===== config.mk =====
export PLATFORM = sky130hd
export DESIGN_NAME = ais_i2c_target
export DESIGN_NICKNAME = d
export VERILOG_FILES = /design/src/ais_pkg.sv /design/src/ais_i2c_target.sv
export VERILOG_INCLUDE_DIRS = /design/src
export SDC_FILE = /design/constraint.sdc
export NUM_CORES = 1
export LEC_CHECK = 0
export BUFFER_PORTS_ARGS = -buffer_cell sky130_fd_sc_hd__buf_2
export CORE_ASPECT_RATIO = 0.5
export CORE_UTILIZATION = 60
export CTS_BUF_LIST = sky130_fd_sc_hd__clkbuf_8
export DETAILED_ROUTE_END_ITERATION = 12
export MAX_ROUTING_LAYER = met4
export PLACE_DENSITY = 0.82
export SLEW_MARGIN = 10
export SYNTH_ARGS = -nofsm -noshare
export SYNTH_HDL_FRONTEND = slang
export SYNTH_SLANG_ARGS = --single-unit
export TNS_END_PERCENT = 30

===== constraint.sdc =====
create_clock -name clk_sys -period 4.3 [get_ports clk_sys]
set_input_delay 0.215 -clock clk_sys [delete_from_list [all_inputs] [get_ports clk_sys]]
set_output_delay 0.215 -clock clk_sys [all_outputs]
set_load 0.02 [all_outputs]

===== src/ais_defs.svh =====
// Purpose: Constants for the accelerometer two-wire target port
// Assumes: 10 MHz system clock
// Notes:   Offsets and counts as macros; types live in ais_pkg
`ifndef AIS_DEFS_SVH
`define AIS_DEFS_SVH
`define AIS_ADDR_ALT_HI   7'h1d
`define AIS_ADDR_ALT_LO   7'h53
`define AIS_CLK_HZ        10000000
`define AIS_SCL_FAST_HZ   400000
`define AIS_SCL_STD_HZ    100000
// Least SCL high period at fast mode, in cycles (rounded down, no lower bound)
`define AIS_SCL_HI_CYC    ((`AIS_CLK_HZ / `AIS_SCL_FAST_HZ) / 4)
`define AIS_REG_IDX_RST   8'h00
`define AIS_BIT_LAST      3'h7
`endif


===== src/ais_pkg.sv =====
// Purpose: Types for the accelerometer two-wire target port
// Assumes: Nothing beyond the constants header
// Notes:   Register-side request carrier and serial engine states
package ais_pkg;
    // Register access request toward the register bank
    typedef struct packed {
        logic       wr_stb;
        logic       rd_stb;
        logic [7:0] idx;
        logic [7:0] wdata;
    } ais_reg_req_t;

    // Serial engine states
    typedef enum logic [2:0] {
        AIS_IDLE,
        AIS_ADDR,
        AIS_ADDR_ACK,
        AIS_WR_BYTE,
        AIS_WR_ACK,
        AIS_RD_BYTE,
        AIS_RD_ACK
    } ais_state_t;
endpackage : ais_pkg


===== src/ais_i2c_target.sv =====
// Purpose: Two-wire target port; decodes address, acks, moves register bytes
// Assumes: SCL and SDA are pins, synchronised here; SCL at most 400 kHz
// Notes:   Byte framing counts eight SCL rises before the ninth-bit decision
// Operation
// [RULE_01] Port acts as two-wire target only while serial select input is high.
// [RULE_02] Standard and fast SCL rates accepted; controller keeps SCL at most fast rate.
// [RULE_03] Address select high: answer 7-bit address 0x1D (0x3A write, 0x3B read).
// [RULE_04] Address select low: answer 7-bit address 0x53 (0xA6 write, 0xA7 read).
// [RULE_05] Write: address, index, data bytes, stop; every byte acknowledged by target.
// [RULE_06] Read: index write, restart, read address; controller nacks last byte.
// [RULE_07] Register index advances by one after each data byte.
`timescale 1ns/1ps
`include "ais_defs.svh"
module ais_i2c_target (
    // Clock and reset
    input  wire logic              clk_sys,
    input  wire logic              sys_rst,
    // Pins
    input  wire logic              serial_sel_pin,
    input  wire logic              address_select_pin,
    input  wire logic              scl_in,
    input  wire logic              sda_in,
    output logic                   sda_out,
    output logic                   sda_oe,
    // Register bank side
    output ais_pkg::ais_reg_req_t  reg_req,
    input  wire logic [7:0]        reg_rdata
);
    import ais_pkg::*;

    // ------------------------------------------------------------
    // Pin synchronisers
    // ------------------------------------------------------------
    logic [1:0] scl_sync_ff, sda_sync_ff, sel_sync_ff, alt_sync_ff;
    logic       scl_d_ff, sda_d_ff;

    // Two flops per pin, plus a delay flop on SCL and SDA for edge detect; stage 1 is never read elsewhere
    always_ff @(posedge clk_sys or posedge sys_rst) begin
        if (sys_rst) begin
            scl_sync_ff <= 2'h3;
            sda_sync_ff <= 2'h3;
            sel_sync_ff <= 2'h0;
            alt_sync_ff <= 2'h0;
            scl_d_ff    <= 1'h1;
            sda_d_ff    <= 1'h1;
        end else begin
            scl_sync_ff <= {scl_sync_ff[0], scl_in};
            sda_sync_ff <= {sda_sync_ff[0], sda_in};
            sel_sync_ff <= {sel_sync_ff[0], serial_sel_pin};
            alt_sync_ff <= {alt_sync_ff[0], address_select_pin};
            scl_d_ff    <= scl_sync_ff[1];
            sda_d_ff    <= sda_sync_ff[1];
        end
    end

    // Bus events
    wire scl_s   = scl_sync_ff[1];
    wire sda_s   = sda_sync_ff[1];
    wire port_on = sel_sync_ff[1];                          // RULE_01
    // Edge detect on the system clock serves both bus rates alike
    wire scl_re  = scl_s & ~scl_d_ff;                       // RULE_02
    wire scl_fe  = ~scl_s & scl_d_ff;
    wire start_c = port_on & scl_s & scl_d_ff & sda_d_ff & ~sda_s;
    wire stop_c  = scl_s & scl_d_ff & ~sda_d_ff & sda_s;

    // Own address from the strap
    wire [6:0] own_addr = alt_sync_ff[1] ? `AIS_ADDR_ALT_HI    // RULE_03
                                         : `AIS_ADDR_ALT_LO;   // RULE_04

    // ------------------------------------------------------------
    // Serial engine
    // ------------------------------------------------------------
    ais_state_t   state_ff, nxt_state;
    logic [7:0]   shift_ff, nxt_shift;
    logic [2:0]   bit_ff, nxt_bit;
    logic [7:0]   idx_ff, nxt_idx;
    logic         idx_seen_ff, nxt_idx_seen;
    logic         sda_lo_ff, nxt_sda_lo;
    // Set on the eighth SCL rise of a received byte; the count wraps to zero there,
    // so the bit counter alone cannot tell a full byte from an empty one
    logic         full_ff, nxt_full;
    ais_reg_req_t req_ff, nxt_req;

    wire [7:0] idx_inc   = idx_ff + 8'h01;
    wire       addr_hit  = (shift_ff[7:1] == own_addr);
    wire       byte_done = (bit_ff == `AIS_BIT_LAST);

    // Next-state logic; bits sampled on SCL rise, SDA changed on SCL fall
    always_comb begin
        nxt_state    = state_ff;
        nxt_shift    = shift_ff;
        nxt_bit      = bit_ff;
        nxt_idx      = idx_ff;
        nxt_idx_seen = idx_seen_ff;
        nxt_sda_lo   = sda_lo_ff;
        nxt_full     = full_ff;
        nxt_req      = '0;
        nxt_req.idx  = idx_ff;
        nxt_req.wdata = shift_ff;
        if (!port_on || stop_c) begin
            nxt_state  = AIS_IDLE;                           // RULE_01
            nxt_sda_lo = 1'h0;
            nxt_full   = 1'h0;
        end else if (start_c) begin
            nxt_state  = AIS_ADDR;                           // RULE_06
            nxt_bit    = 3'h0;
            nxt_sda_lo = 1'h0;
            nxt_full   = 1'h0;
        end else begin
            case (state_ff)
                AIS_ADDR: begin
                    if (scl_re) begin
                        nxt_shift = {shift_ff[6:0], sda_s};
                        nxt_bit   = bit_ff + 3'h1;
                        nxt_full  = byte_done;
                    end else if (scl_fe && full_ff && addr_hit) begin
                        nxt_sda_lo = 1'h1;                   // RULE_05
                        nxt_full   = 1'h0;
                        nxt_state  = AIS_ADDR_ACK;
                    end else if (scl_fe && full_ff) begin
                        nxt_full  = 1'h0;
                        nxt_state = AIS_IDLE;
                    end
                end
                AIS_ADDR_ACK: begin
                    if (scl_fe && shift_ff[0]) begin
                        nxt_state   = AIS_RD_BYTE;           // RULE_06
                        nxt_shift   = reg_rdata;
                        nxt_sda_lo  = ~reg_rdata[7];
                        nxt_bit     = 3'h0;
                        nxt_req.rd_stb = 1'h1;
                    end else if (scl_fe) begin
                        nxt_state    = AIS_WR_BYTE;
                        nxt_sda_lo   = 1'h0;
                        nxt_bit      = 3'h0;
                        nxt_idx_seen = 1'h0;
                    end
                end
                AIS_WR_BYTE: begin
                    if (scl_re) begin
                        nxt_shift = {shift_ff[6:0], sda_s};
                        nxt_bit   = bit_ff + 3'h1;
                        nxt_full  = byte_done;
                    end else if (scl_fe && full_ff) begin
                        nxt_sda_lo = 1'h1;                   // RULE_05
                        nxt_full   = 1'h0;
                        nxt_state  = AIS_WR_ACK;
                        if (!idx_seen_ff) begin
                            nxt_idx      = shift_ff;
                            nxt_idx_seen = 1'h1;
                        end else begin
                            nxt_req.wr_stb = 1'h1;
                            nxt_idx        = idx_inc;        // RULE_07
                        end
                    end
                end
                AIS_WR_ACK: begin
                    if (scl_fe) begin
                        nxt_sda_lo = 1'h0;
                        nxt_bit    = 3'h0;
                        nxt_state  = AIS_WR_BYTE;
                    end
                end
                AIS_RD_BYTE: begin
                    if (scl_fe && byte_done) begin
                        nxt_sda_lo = 1'h0;                   // Release for controller ack
                        nxt_idx    = idx_inc;                // RULE_07
                        nxt_state  = AIS_RD_ACK;
                    end else if (scl_fe) begin
                        nxt_shift  = {shift_ff[6:0], 1'h0};
                        nxt_sda_lo = ~shift_ff[6];
                        nxt_bit    = bit_ff + 3'h1;
                    end
                end
                AIS_RD_ACK: begin
                    if (scl_re && sda_s) begin
                        nxt_state = AIS_IDLE;                // RULE_06
                    end else if (scl_re) begin
                        nxt_req.idx    = idx_ff;
                        nxt_req.rd_stb = 1'h1;
                    end else if (scl_fe) begin
                        nxt_state  = AIS_RD_BYTE;
                        nxt_shift  = reg_rdata;
                        nxt_sda_lo = ~reg_rdata[7];
                        nxt_bit    = 3'h0;
                    end
                end
                default: begin
                    nxt_state = AIS_IDLE;
                end
            endcase
        end
    end

    // State registers
    always_ff @(posedge clk_sys or posedge sys_rst) begin
        if (sys_rst) begin
            state_ff    <= AIS_IDLE;
            shift_ff    <= 8'h00;
            bit_ff      <= 3'h0;
            idx_ff      <= `AIS_REG_IDX_RST;
            idx_seen_ff <= 1'h0;
            sda_lo_ff   <= 1'h0;
            full_ff     <= 1'h0;
            req_ff      <= '0;
        end else begin
            state_ff    <= nxt_state;
            shift_ff    <= nxt_shift;
            bit_ff      <= nxt_bit;
            idx_ff      <= nxt_idx;
            idx_seen_ff <= nxt_idx_seen;
            sda_lo_ff   <= nxt_sda_lo;
            full_ff     <= nxt_full;
            req_ff      <= nxt_req;
        end
    end

    // Open-drain SDA: drive low only
    assign sda_out = 1'h0;
    assign sda_oe  = sda_lo_ff;
    assign reg_req = req_ff;
endmodule : ais_i2c_target


==> impl_metrics.env <==
export IMPL_ant_nets=0
export IMPL_rsz0062_at_grt="no"
export IMPL_ctsResizeCount=0
export IMPL_nets=293
export IMPL_gr_usage_met3_pct=6.289
export IMPL_wl_per_cell_um=17.38
export IMPL_clock_skew_ns=0.007616
export IMPL_cts_made_buffers=5
export IMPL_max_cap_violations=0
export IMPL_crit_family="flip-flops"
export IMPL_end_kind="flip-flop"
export IMPL_finish_utilization_pct=71.28
export IMPL_synth_sequential_area_ratio_pct=51.62
export IMPL_use_met2_pct=44.96
export IMPL_swShare_pct=23.40
export IMPL_post_cts_buffers=0
export IMPL_r2r_end="idx_ff[0]"
export IMPL_reg2reg_depth=5
export IMPL_path_buf_inv=1
export IMPL_grt_pass1_wl_um=9818
export IMPL_holdPathEnd="alt_sync_ff[0]"
export IMPL_drc=0
export IMPL_core_area_sq_mm=0.004004
export IMPL_busiest_layer="met2"
export IMPL_worst_hold_slack_ns=0.01254
export IMPL_synthArstFlopShare_pct=100.0
export IMPL_timing_rr_start="state_ff[2]"
export IMPL_hold_viol_final=0
export IMPL_slowest_stage="dfrtp_1"
export IMPL_syn_area_per_cell_sq_um=10.38
export IMPL_power_density_mw_per_mm2=326.6
export IMPL_power_share_clock_pct=35.9
export IMPL_slew_headroom_pct=28.62
export IMPL_slowest_delay_ns=0.81
export IMPL_report_final_slew_viol_count=0
export IMPL_dr_pass1_iters=5
export IMPL_cts_root_buf="clkbuf_8"
export IMPL_min_path_cells=1
export IMPL_syn_to_final_growth_pct=10.46
export IMPL_p_int_mw=0.7141
export IMPL_setup_tns_ns=0
export IMPL_status="completed"
export IMPL_required_ns=4.54
export IMPL_cts_tree="done"
export IMPL_vias_per_cell=6.188
export IMPL_drt_total_wl_um=5736
export IMPL_clockBufferDepth=2
export IMPL_synth_warnings=0
export IMPL_peakVddDrop_mv=0.2397
export IMPL_dpl_hpwl_um=4048
export IMPL_synth_cells=249
export IMPL_grt_antenna_before_repair=0
export IMPL_drt_iter0_markers=106
export IMPL_fillers=306
export IMPL_rows=16
export IMPL_syn_nets=266
export IMPL_comb_power_share_pct=6.8
export IMPL_grtUsageMet1_pct=38.74
export IMPL_pwr_share_seq_pct=57.2
export IMPL_fmax_ghz=0.4087
export IMPL_min_from="address_select_pin"
export IMPL_grt_pass1_vias=1997
export IMPL_fin_crit_sh_pct=56.90
export IMPL_crit_path_max_fanout=22
export IMPL_critPathArrivalTime_ns=2.69
export IMPL_num_vias=2042
export IMPL_critical_path_class="flip-flop to flip-flop"
export IMPL_layout_drive_gt1_share_pct=25.72
export IMPL_cts_hold_buffers=2
export IMPL_die_h_um=48.40
export IMPL_start_kind="flip-flop"
export IMPL_initial_core_util_pct=64.53
export IMPL_dieArea_sq_mm=0.004589
export IMPL_r2r_setup_slack_ns=1.85
export IMPL_io_pins=34
export IMPL_die_width_um=94.81
export IMPL_io_buffers=32
export IMPL_setup_viol=0
export IMPL_insertion_delay_ns=0.31
export IMPL_ys_ff_latch=53
export IMPL_tightest_slew_ns=1.069
export IMPL_grt_overflow_total=0
export IMPL_track_usage_pct=28.98
export IMPL_clock_sinks=53
export IMPL_post_synth_num_cell_types=53
export IMPL_final_common_cell="dfrtp_1"
export IMPL_finalWeightedCongestion=0.8731
export IMPL_crit_chain="nand3b_1 > a211oi_2 > inv_2 > or3_1 > nand3_1"
export IMPL_synth_edff_count=0
export IMPL_layout_common_cells="47 x dfrtp_1, 32 x buf_2, 25 x nand2_1"
export IMPL_synthFlopType="dfrtp_1"
export IMPL_diodes=0
export IMPL_syn_area_sq_mm=0.002584
export IMPL_hold_path_class="primary input to flip-flop"
export IMPL_grt_max_degree=54
export IMPL_fin_crit_ns=2.447
export IMPL_clk_pin_slew_ns=0.10
export IMPL_leakage_nw=1.280
export IMPL_power_switching_mw=0.2181
export IMPL_cts_htree_levels=2
==> state kept, by name, summed over array words and instances, names as in the netlist <==
name and cells:
idx_seen_ff 1, idx_ff 8, full_ff 1, sda_sync_ff 2
shift_ff 8, sda_d_ff 1, sel_sync_ff 2, scl_d_ff 1
scl_sync_ff 2, state_ff 3, sda_oe 1, reg_req 18
bit_ff 3, alt_sync_ff 2
==> power by group through the flow <==
stage          registers (mW)  clock network (mW)  logic [mW]
4_1_cts                 0.533               0.344      0.0643
2_1_floorplan           0.541                   0      0.0420
3_5_place_dp            0.543                   0      0.0627
5_1_grt                 0.536               0.360      0.0708
3_3_place_gp            0.542                   0      0.0613
6_report                0.534               0.335      0.0638
==> cells by family (layout without fill, tap and decap cells) <==
logic type               count (synthesis)  in the layout  share of synthesized area, %
AND/OR/NAND/NOR                         77             77                         15.84
other                                    1              1                        0.1451
adder cells (fa/ha/maj)                  3              3                         1.453
buffers and inverters                   20             47                         4.165
XOR/XNOR                                 1              1                        0.3390
multiplexers                            20             20                         8.620
AO/OA/AOI/OAI                           74             74                         17.82
flip-flops                              53             53                         51.62
==> cell type report <==
type                       count  area, sq um  area share, %
clock buffer                   5        68.82          2.411
tap                           54        67.56          2.367
timing repair buffer          34        180.2          6.313
inverter                       6        22.52         0.7891
clock inverter                 2        38.79          1.359
multi-input combinational    176         1142          40.03
sequential                    53         1334          46.73
==> metal layers <==
layer,vias to the layer above,share of wire [%]
met5,-,0
met2,81,48
met1,996,44
met4,0,1.8
met3,13,6.0
li1,952,-
==> through the flow <==
step	instances	power [mW]	worst slack, ns	area, sq um
2_1_floorplan	249	0.5831	2.465	2584
6_report	330	0.9322	1.853	2854
3_5_place_dp	321	0.6061	1.897	2726
3_3_place_gp	321	0.6034	2.002	2726
5_1_grt	330	0.9674	1.714	2854
4_1_cts	330	0.9414	1.873	2854
==> worst max path at each step <==
stage | startpoint | end | slack, ns | cells after the start
after detailed placement | bit_ff[0] | idx_ff[0] | 1.90 | 7
after global routing | bit_ff[0] | idx_ff[0] | 1.71 | 7
after floorplan | bit_ff[0] | shift_ff[0] | 2.47 | 6
after global placement | bit_ff[0] | idx_ff[0] | 2.00 | 7
after CTS | bit_ff[0] | idx_ff[0] | 1.87 | 7
final | state_ff[2] | idx_ff[0] | 1.85 | 5
==> Yosys cell counts, types with 3 or more instances <==
library cell,count,area share [%]
o22ai_1,3,0.73
inv_1,5,0.73
buf_2,5,0.97
dfrtp_1,47,46
nor2_1,9,1.3
a21oi_1,21,4.1
nand3_1,10,1.9
buf_4,5,1.5
mux2_2,17,7.4
nor2b_1,5,1.2
ha_1,3,1.5
a31oi_1,5,1.2
o21ai_1,3,0.58
nand2_1,25,3.6
or3_1,4,0.97
nand2b_1,5,1.2
o21ai_0,21,4.1
clkbuf_1,3,0.44
nand3b_1,6,1.7
dfstp_2,6,6.1
No activity file was read; power rests on OpenSTA's default activity.
